==> config.mk <==
export PLATFORM = sky130hd
export DESIGN_NAME = ebla_aligner
export DESIGN_NICKNAME = d
export VERILOG_FILES = /design/src/logic/ebla_pkg.sv /design/src/logic/ebla_aligner.sv /design/src/logic/ebla_lane_map.sv
export SDC_FILE = /design/constraint.sdc
export NUM_CORES = 1
export LEC_CHECK = 0
export BUFFER_PORTS_ARGS = -buffer_cell sky130_fd_sc_hd__buf_2
export CORE_MARGIN = 2
export CORE_UTILIZATION = 43
export CTS_BUF_LIST = sky130_fd_sc_hd__clkbuf_8
export DETAILED_ROUTE_END_ITERATION = 8
export PLACE_DENSITY_LB_ADDON = 0.15
export SETUP_SLACK_MARGIN = 0.2
export SLEW_MARGIN = 5
export SYNTH_ARGS = -nofsm -noshare
export SYNTH_HDL_FRONTEND = slang
export SYNTH_SLANG_ARGS = --single-unit
==> constraint.sdc <==
create_clock -name clk -period 8.6 [get_ports clk]
set_input_delay 1.72 -clock clk [delete_from_list [all_inputs] [get_ports clk]]
set_output_delay 1.72 -clock clk [all_outputs]
set_load 0.05 [all_outputs]
==> src/logic/ebla_pkg.sv <==
// How it works
// RL1 - Big-endian byte device: lane zero only
// RL2 - Big-endian byte device: most significant byte first
// RL3 - Little-endian long device: byte n on lane n
// RL4 - Little-endian long device: word halves, longword all lanes
// RL5 - Little-endian word device: even low, odd high lane
// RL6 - Little-endian word device: longword low half first
// RL7 - Little-endian byte device: least significant byte first
// RL8 - Byte order caught at power-on reset, then held
// RL9 - Splitting and alignment need no software help
// RL10 - Lane strobe becomes write, column or mask strobe
`default_nettype none
package ebla_pkg;
    localparam logic [1:0] SZ_BYTE = 2'h0;
    localparam logic [1:0] SZ_WORD = 2'h1;
    localparam logic [1:0] SZ_LONG = 2'h2;
    localparam logic [1:0] MEM_NORMAL = 2'h0;
    localparam logic [1:0] MEM_DRAM = 2'h1;
    localparam logic [1:0] MEM_SDRAM = 2'h2;
    localparam logic ORDER_BIG = 1'b0;
    localparam logic ORDER_LITTLE = 1'b1;
    localparam logic [1:0] BEAT_FIRST = 2'h0;
    localparam logic [1:0] BEAT_STEP = 2'h1;
    localparam logic [3:0] NO_LANES = 4'h0;
    localparam int LANE_COUNT = 4;
    localparam int LANE_BITS = 8;

    typedef enum logic [1:0] {
        ST_IDLE = 2'b01,
        ST_BUSY = 2'b10
    } ebla_state_e;

    // One internal access; size and width use the SZ_ codes.
    typedef struct packed {
        logic write;
        logic [1:0] size;
        logic [1:0] width;
        logic [1:0] mem;
        logic [31:0] addr;
        logic [31:0] wdata;
    } ebla_req_s;

    // One external cycle: lane data, lane strobes, byte offset, and for each
    // lane the byte of the internal value that it carries.
    typedef struct packed {
        logic [31:0] data;
        logic [3:0] strobe;
        logic [1:0] offset;
        logic [7:0] vbyte;
        logic last;
    } ebla_beat_s;

    // Codes above SZ_LONG count as a longword.
    function automatic logic [2:0] ebla_bytes(input logic [1:0] code);
        if (code >= SZ_LONG) begin
            return 3'h4;
        end else if (code == SZ_WORD) begin
            return 3'h2;
        end
        return 3'h1;
    endfunction : ebla_bytes
endpackage : ebla_pkg
`default_nettype wire

==> src/logic/ebla_aligner.sv <==
`default_nettype none
module ebla_aligner #(
    parameter int LANES = 4
) (
    input wire logic clk,
    input wire logic srst,
    input wire logic endian_select_pin,
    input wire logic req_valid,
    output logic req_ready,
    input wire ebla_pkg::ebla_req_s req,
    output logic ext_cyc_valid,
    input wire logic ext_cyc_ready,
    output logic [31:0] ext_addr,
    output logic ext_write,
    output logic [31:0] ext_wdata,
    input wire logic [31:0] ext_rdata,
    output logic [3:0] ext_lane_strobe,
    output logic lane3_write_strobe,
    output logic lane2_write_strobe,
    output logic lane1_write_strobe,
    output logic lane0_write_strobe,
    output logic lane3_column_strobe,
    output logic lane2_column_strobe,
    output logic lane1_column_strobe,
    output logic lane0_column_strobe,
    output logic lane3_data_mask,
    output logic lane2_data_mask,
    output logic lane1_data_mask,
    output logic lane0_data_mask,
    output logic rsp_valid,
    output logic [31:0] rsp_rdata,
    output logic order_little
);
    import ebla_pkg::*;

    if (LANES != LANE_COUNT) begin : g_lane_check
        $error("ebla_aligner serves a four-lane data bus only");
    end

    ebla_state_e state_ff, nxt_state;
    ebla_req_s req_ff, nxt_req;
    ebla_beat_s beat_ff, nxt_beat, map;
    logic [1:0] beat_cnt_ff, nxt_beat_cnt;
    logic [31:0] rdata_ff, nxt_rdata;
    logic rsp_ff, nxt_rsp;
    logic order_ff, nxt_order;
    logic [3:0] we_ff, nxt_we;
    logic [3:0] cas_ff, nxt_cas;
    logic [3:0] dqm_ff, nxt_dqm;
    logic busy;

    // Sampled while reset is held, so the last value before release sticks.
    always_comb begin
        nxt_order = srst ? endian_select_pin : order_ff; // RL8
    end

    always_ff @(posedge clk) begin
        order_ff <= nxt_order;
    end

    // The map looks at the next request and beat so that all lane outputs
    // leave flip-flops in the same cycle as the cycle-valid flag.
    ebla_lane_map u_map (
        .order(order_ff),
        .req(nxt_req),
        .beat(nxt_beat_cnt),
        .map(map)
    );

    always_comb begin
        nxt_state = state_ff;
        nxt_req = req_ff;
        nxt_beat_cnt = beat_cnt_ff;
        nxt_rdata = rdata_ff;
        nxt_rsp = 1'b0;
        case (state_ff)
            ST_IDLE: begin
                if (req_valid) begin
                    nxt_req = req;
                    nxt_beat_cnt = BEAT_FIRST;
                    nxt_rdata = '0;
                    nxt_state = ST_BUSY;
                end
            end
            ST_BUSY: begin
                if (ext_cyc_ready) begin
                    for (int l = 0; l < LANE_COUNT; l++) begin
                        if (beat_ff.strobe[l]) begin
                            nxt_rdata[beat_ff.vbyte[l * 2 +: 2] * LANE_BITS +: LANE_BITS] =
                                ext_rdata[l * LANE_BITS +: LANE_BITS]; // RL9
                        end
                    end
                    if (beat_ff.last) begin
                        nxt_state = ST_IDLE;
                        nxt_rsp = 1'b1; // RL9
                    end else begin
                        nxt_beat_cnt = beat_cnt_ff + BEAT_STEP; // RL2 RL6 RL7
                    end
                end
            end
            default: begin
                nxt_state = ST_IDLE;
            end
        endcase
        if (srst) begin
            nxt_state = ST_IDLE;
            nxt_req = '0;
            nxt_beat_cnt = BEAT_FIRST;
            nxt_rdata = '0;
            nxt_rsp = 1'b0;
        end
    end

    // Lane use is fixed by the map; the memory kind only picks which strobe
    // family carries it. Write strobes stay quiet on reads.
    always_comb begin
        nxt_beat = '0;
        nxt_we = NO_LANES;
        nxt_cas = NO_LANES;
        nxt_dqm = NO_LANES;
        if (nxt_state == ST_BUSY) begin
            nxt_beat = map;
            if (nxt_req.mem == MEM_NORMAL && nxt_req.write) begin
                nxt_we = map.strobe; // RL10
            end else if (nxt_req.mem == MEM_DRAM) begin
                nxt_cas = map.strobe; // RL10
            end else if (nxt_req.mem == MEM_SDRAM) begin
                nxt_dqm = map.strobe; // RL10
            end
        end
    end

    always_ff @(posedge clk) begin
        state_ff <= nxt_state;
        req_ff <= nxt_req;
        beat_cnt_ff <= nxt_beat_cnt;
        beat_ff <= nxt_beat;
        rdata_ff <= nxt_rdata;
        rsp_ff <= nxt_rsp;
        we_ff <= nxt_we;
        cas_ff <= nxt_cas;
        dqm_ff <= nxt_dqm;
    end

    assign busy = (state_ff == ST_BUSY);
    assign req_ready = (state_ff == ST_IDLE);
    assign ext_cyc_valid = busy;
    assign ext_addr = {req_ff.addr[31:2], beat_ff.offset};
    assign ext_write = req_ff.write;
    assign ext_wdata = beat_ff.data;
    assign ext_lane_strobe = beat_ff.strobe;
    assign {lane3_write_strobe, lane2_write_strobe, lane1_write_strobe, lane0_write_strobe} = we_ff;
    assign {lane3_column_strobe, lane2_column_strobe, lane1_column_strobe,
            lane0_column_strobe} = cas_ff;
    assign {lane3_data_mask, lane2_data_mask, lane1_data_mask, lane0_data_mask} = dqm_ff;
    assign rsp_valid = rsp_ff;
    assign rsp_rdata = rdata_ff;
    assign order_little = order_ff;

    logic be8, le8, le16, le32;
    assign be8 = busy && order_ff == ORDER_BIG && req_ff.width == SZ_BYTE;
    assign le8 = busy && order_ff == ORDER_LITTLE && req_ff.width == SZ_BYTE;
    assign le16 = busy && order_ff == ORDER_LITTLE && req_ff.width == SZ_WORD;
    assign le32 = busy && order_ff == ORDER_LITTLE && req_ff.width == SZ_LONG;
endmodule : ebla_aligner
`default_nettype wire

==> src/logic/ebla_lane_map.sv <==
`default_nettype none
module ebla_lane_map (
    input wire logic order,
    input wire ebla_pkg::ebla_req_s req,
    input wire logic [1:0] beat,
    output ebla_pkg::ebla_beat_s map
);
    import ebla_pkg::*;

    always_comb begin
        logic [2:0] w;
        logic [2:0] s;
        logic [2:0] c;
        logic [2:0] idx;
        logic [1:0] base;
        logic [1:0] a;
        logic [1:0] lane;
        logic [1:0] v;
        w = ebla_bytes(req.width);
        s = ebla_bytes(req.size);
        c = (s < w) ? s : w;
        idx = 3'h0;
        a = 2'h0;
        lane = 2'h0;
        v = 2'h0;
        // The low address bits below the access size are ignored.
        base = req.addr[1:0] & ~(2'(s - 3'h1));
        map = '0;
        map.offset = base + 2'(beat * 2'(c)); // RL9
        map.last = (3'(beat) + 3'h1) * c >= s; // RL9
        for (int i = 0; i < LANE_COUNT; i++) begin
            if (i < int'(c)) begin
                idx = 3'(beat * 2'(c)) + 3'(i);
                a = map.offset + 2'(i);
                // Narrow devices sit on the low lanes; big-endian mirrors them.
                if (order == ORDER_LITTLE) begin
                    lane = a & 2'(w - 3'h1); // RL3 RL5
                    v = idx[1:0]; // RL6 RL7
                end else begin
                    lane = 2'(w - 3'h1) - (a & 2'(w - 3'h1)); // RL1
                    v = 2'(s - 3'h1 - idx); // RL2
                end
                map.data[lane * LANE_BITS +: LANE_BITS] = req.wdata[v * LANE_BITS +: LANE_BITS];
                map.strobe[lane] = 1'b1; // RL4
                map.vbyte[lane * 2 +: 2] = v;
            end
        end
    end
endmodule : ebla_lane_map
`default_nettype wire

* After elaboration in Yosys (flattened, before gate mapping)
Index checks and enable logic that the tools add are counted.
Cells by class: add/subtract/negate cells 31, multiply operators 3, $lt $le $gt $ge 16, eq/ne operators 9, shift operators 28, mux-type cells 80, bitwise logic cells 16, reduce and logical (&&, ||, !) cells 13
Operators by type and width (number):
- 2-to-1 mux 32 bit | 12
- negation 5 -> 34 bit | 8
- variable shift 8 x 34 -> 32 bit, first input constant | 8
- variable part select 8 x 34 -> 32 bit | 8
- bitwise mux 32 bit | 7
- 2-to-1 mux 71 bit | 3
- 2-to-1 mux 36 bit | 4
- negation 3 -> 34 bit | 4
- variable shift 2 x 34 -> 8 bit, first input constant | 4
- variable part select 2 x 34 -> 8 bit | 4
- variable part select 32 x 6 -> 8 bit | 4
- one-hot mux 32 bit (2 select lines) | 1
- 2-to-1 mux 2 bit | 24
- AND 32 bit | 1
- 2-to-1 mux 8 bit | 4
- bitwise mux 8 bit | 3
- 2-to-1 mux 3 bit | 7
- subtractor 2 bit | 8
- < comparator 2 x 3 -> 1 bit, second input constant | 4
- bitwise OR 4 bit | 3
- AND 2 bit | 5
- 2-to-1 mux 1 bit | 9
- adder 2 bit, second input constant | 4
- AND 8 bit | 1
- other kinds (27) | 56
Storage, ports and cells: register bits 168, input port bits 108, logic and storage cells 216

* Logic depth before layout (Yosys ltp)
depth after elaboration 26, mapped depth 28, mapped depth without buffers 26

* Modules after synthesis
A second synthesis with hierarchy kept.
Unflattened totals: cell total of the unflattened synthesis 1534, area total of the unflattened synthesis 12268.0 um2
By module, submodules not included:
- ebla_aligner | instances 1, cells an instance 962, area each 8212.9 um2, sequential area each 3373.2 um2
- ebla_lane_map | instances 1, cells an instance 572, area each 4055.1 um2, sequential area each 0.0 um2

* Least setup slack after synthesis
Ideal clock, no wire load.
path kind in2reg, start point input srst, end point register beat_ff (netlist bit ext_wdata[24]), arrival time 6579 ps, required time 8528 ps, slack 1949 ps, cell stages on the path 23, path buffers 5, cell sequence buf_2 buf_1 clkbuf_1 clkbuf_1 or2_2 inv_1 ha_1 o21ai_0 nand2_1 a22oi_4 buf_6 nand2_1 inv_1 ha_1 xor2_1 nand3_1 inv_1 ha_1 nand4b_1 nor3_1 mux2_2 a22oi_1 a21oi_1
RTL lines:
- start, declared | line ebla_aligner.sv:6 | input wire logic srst,
- end signal, assigned | line ebla_aligner.sv:137 | beat_ff <= nxt_beat;
- end, declared | line ebla_aligner.sv:42 | ebla_beat_s beat_ff, nxt_beat, map;

* Worst setup path after layout
start point input srst, end point register beat_ff (netlist bit ext_wdata[2])
Between the ends: word-level cells in the longest chain between the ends 23, elaborated cells on any way between the ends 87
Ends and longest elaborated chain:
- branches (longest 23 deep; another with < comparator 3 bit)
Several ways; the timed one is not identified. The select of a mux whose other input is x is not followed. A chain may end at the register's enable or synchronous reset.

==> flow_metrics.py <==
metrics = {
    "cells_and_area": {
        "n_antenna_cell": 0,
        "area_delta_synth_final_pct": 11.0,
        "fin_cells": 1877,
        "n_fill_cell": 2526,
        "drive_above_1_share_pct": 20.7,
        "layout_commonest_cell": "nand2_1",
        "finalNetCount": 1707,
        "final_cell_area_um2": 12200,
        "final_cell_mix": "nand2_1 (296), buf_2 (223), dfxtp_1 (167)",
    },
    "setup_path": {
        "worstReg2RegStart": "state_ff[1]",
        "crit_path_end_kind": "flop",
        "critical_path.endpoint": "ext_wdata[2]",
        "worst-setup-path-type": "primary input to flop",
        "cp_data_arrival_time_ps": 7090,
        "r2r_cells": 24,
        "cp_max_fo": 46,
        "reg2reg_to": "ext_wdata[2]",
        "crit_path_start": "srst",
        "cp-start-kind": "primary input",
        "rrSetupSlack_ps": 2530,
        "cp.required_ps": 9000,
    },
    "grt": {
        "grt_max_degree": 73,
        "antenna_found_initial": 0,
        "gr-total-overflow": 0,
        "grt_pass1_wl_mm": 54.3,
        "grt_use_total_pct": 25.4,
        "grt_pass1_vias": 10300,
    },
    "placed_design": {
        "dp_hpwl_mm": 25.0,
        "numPortBuffers": 224,
        "dp.cells": 1846,
        "dpl_cell_area_um2": 11900,
        "place.gp.congestion": 0.938,
    },
    "floorplanning": {
        "core_area_um2": 25200,
        "start_util_pct": 43.8,
        "core.rowCount": 58,
        "die_area_um2": 26900,
        "ios": 225,
        "fp.dieH_um": 164,
        "die_x_um": 164,
    },
    "timing": {
        "whs_ps": 457,
        "finClkSkew_ps": 20.0,
        "setup_viol": 0,
        "worst_pin_slew_ps": 1180,
        "drv_slew": 0,
        "max_slew_margin_pct": 20.5,
        "fin_crit_ps": 6690,
        "rsz0062_at_grt": "no",
        "setup-tns-final_ps": 0,
        "fmax_mhz": 150,
        "min_period_over_period_pct": 77.8,
        "hold_violations": 0,
    },
    "power": {
        "power_frac_comb_pct": 42.8,
        "powerDensity_nw_per_um2": 207,
        "ir_worst_vdd_v": 0.000134,
        "internal-power_mw": 1.39,
        "p_sw_mw": 1.14,
        "pwr-share-clk_pct": 22.7,
        "switching_share_pct": 45.0,
        "fin_total_pwr_mw": 2.54,
        "seqPwrFrac_pct": 34.6,
        "power.leakage_nw": 4.99,
    },
    "logic_synthesis": {
        "synth-main-ff-cell": "dfxtp_1",
        "yosysUniqueCellTypes": 71,
        "yosys_warnings": 0,
        "synth.avg_cell_area_um2": 7.70,
        "synth-edff-count": 1,
        "syn_inst": 1432,
        "ys_seq_area_share_pct": 30.6,
        "synth_seq_cells": 168,
        "synth_nets": 1604,
        "async_reset_ff_share_pct": 0,
        "syn_area_um2": 11000,
    },
    "clock_network": {
        "ctsHoldBuffers": 0,
        "cts_tree": "built",
        "clockBufferDepth": 2,
        "cts_root_buf": "clkbuf_8",
        "clk_pin_slew_worst_paths_ps": 100,
        "cts_max_level": 4,
        "clk_latency_ps": 480,
        "cts_resized": 0,
        "postCtsSetupBuffers": 0,
        "clock_sinks": 168,
        "cts_buffers": 17,
    },
    "detailed_routing": {
        "drc_errors": 0,
        "drt-vias-per-instance": 5.84,
        "wire_per_inst_um": 18.8,
        "dr.pass1.iters": 6,
        "drtIter0Drc": 1185,
        "drt_wl_total_mm": 35.3,
        "via_count": 11000,
        "ant_nets": 0,
    },
    "flow_run": {
        "maxCapViolCount": 0,
    },
    "worst_hold_path": {
        "hold_class": "flop to flop",
    },
    "outcome": {
        "status": "finished, final reports clean",
    },
}
final cells by class:
| cell class | count | area, um^2 | share of cell area (%) |
|---|---|---|---|
| timing repair buffer | 238 | 1230 | 10.0 |
| clock buffer | 17 | 234 | 1.91 |
| multi-input combinational | 1058 | 6660 | 54.4 |
| inverter | 52 | 195 | 1.59 |
| tap | 330 | 413 | 3.37 |
| clock inverter | 14 | 138 | 1.12 |
| sequential | 168 | 3370 | 27.5 |
routing by layer:
| metal | global-route usage, % | part of all wire [%] | vias up |
|---|---|---|---|
| li1 | - | - | 5228 |
| met1 | 31.2 | 41 | 5099 |
| met2 | 43.2 | 47 | 558 |
| met3 | 5.05 | 9.0 | 83 |
| met4 | 10.4 | 3.0 | 0 |
| met5 | 0 | 0 | - |
Yosys cell counts, types with 3 or more instances:
| cell | count | share of area, % |
|---|---|---|
| dfxtp_1 | 167 | 30 |
| mux2_2 | 3 | 0.31 |
| o21ai_0 | 97 | 4.4 |
| inv_1 | 51 | 1.7 |
| nand2_1 | 297 | 10 |
| and3_1 | 7 | 0.40 |
| o221ai_1 | 17 | 1.4 |
| o22ai_1 | 32 | 1.8 |
| buf_2 | 14 | 0.64 |
| a22oi_1 | 112 | 7.6 |
| and2_1 | 17 | 0.96 |
| nand4b_1 | 4 | 0.32 |
| clkbuf_1 | 49 | 1.7 |
| a21oi_2 | 3 | 0.24 |
| nor3b_1 | 3 | 0.20 |
| o32ai_1 | 6 | 0.48 |
| a21oi_1 | 102 | 4.6 |
| nand2b_1 | 8 | 0.45 |
| nor4_1 | 5 | 0.28 |
| o211ai_1 | 4 | 0.27 |
| o21a_1 | 5 | 0.34 |
| a211oi_1 | 5 | 0.34 |
| a31oi_1 | 21 | 1.2 |
| nor2_1 | 89 | 3.0 |
| mux2i_1 | 37 | 3.4 |
| a31oi_2 | 8 | 0.91 |
| ha_1 | 64 | 7.3 |
| nor2b_1 | 6 | 0.34 |
| and4b_1 | 4 | 0.36 |
| or2_2 | 6 | 0.34 |
| nand3_1 | 10 | 0.45 |
| buf_4 | 72 | 4.9 |
| a221oi_1 | 16 | 1.3 |
| xnor2_1 | 9 | 0.71 |
| buf_1 | 17 | 0.58 |
| nor4b_1 | 6 | 0.48 |
| a21o_1 | 4 | 0.27 |
| nor3_1 | 7 | 0.32 |
| xor2_1 | 3 | 0.24 |
through the flow:
stage / utilization, % / setup WS [ps]
finish: 48.6 / 1910
floorplan: - / 1950
global placement: 47.1 / 1730
global route: 48.6 / 1420
detailed placement: 47.1 / 1570
CTS: 48.6 / 2060
cells by family (layout without fill, tap and decap cells):
group                    count (synthesis)  count (layout)  share of synthesized area [%]
flip-flops                             168             168                           30.6
AO/OA/AOI/OAI                          459             459                           28.0
XOR/XNOR                                14              14                           1.45
buffers and inverters                  206             321                           9.76
AND/OR/NAND/NOR                        478             478                           18.8
adder cells (fa/ha/maj)                 64              64                           7.26
multiplexers                            43              43                           4.12
flip-flops by register name, indices dropped and copies added, names as in the netlist:
register / cells
beat_cnt_ff: 2
beat_ff: 9
cas_ff: 4
dqm_ff: 4
ext_addr: 32
ext_lane_strobe: 4
ext_wdata: 32
ext_write: 1
order_little: 1
req_ff: 40
rsp_rdata: 32
rsp_valid: 1
state_ff: 2
we_ff: 4
worst min-delay path by stage:
| stage | startpoint | to | slack, ps | cells past startpoint |
|---|---|---|---|---|
| 4_1_cts | ext_addr[23] | ext_addr[23] | 460 | 2 |
| 3_3_place_gp | ext_addr[6] | ext_addr[6] | 440 | 2 |
| 3_5_place_dp | ext_addr[30] | ext_addr[30] | 440 | 2 |
| 6_report | ext_addr[27] | ext_addr[27] | 460 | 2 |
| 5_1_grt | ext_addr[26] | ext_addr[26] | 480 | 2 |
| 2_1_floorplan | req_ff[33] | req_ff[33] | 430 | 2 |
power by group through the flow:
stage,registers (mW),logic [mW],clock network [mW]
6_report,0.876,1.08,0.574
5_1_grt,0.886,1.18,0.622
4_1_cts,0.877,1.07,0.591
3_5_place_dp,0.895,1.07,0
3_3_place_gp,0.893,1.06,0
2_1_floorplan,0.892,0.856,0
critical path: stages:
cell and delay (ps):
buf_4 390, inv_1 320, o21a_1 230, ha_1 310
o21ai_0 110, nand2_1 150, a22oi_4 370, nand2_1 140
inv_1 110, ha_1 160, xnor2_1 80, xnor2_1 400
xnor2_1 170, nor2_1 340, inv_1 180, ha_1 270
o21ai_0 270, nand4_1 620, o221ai_1 390, o21ai_0 140
a31oi_1 180
Power figures use the tool's default switching activity.
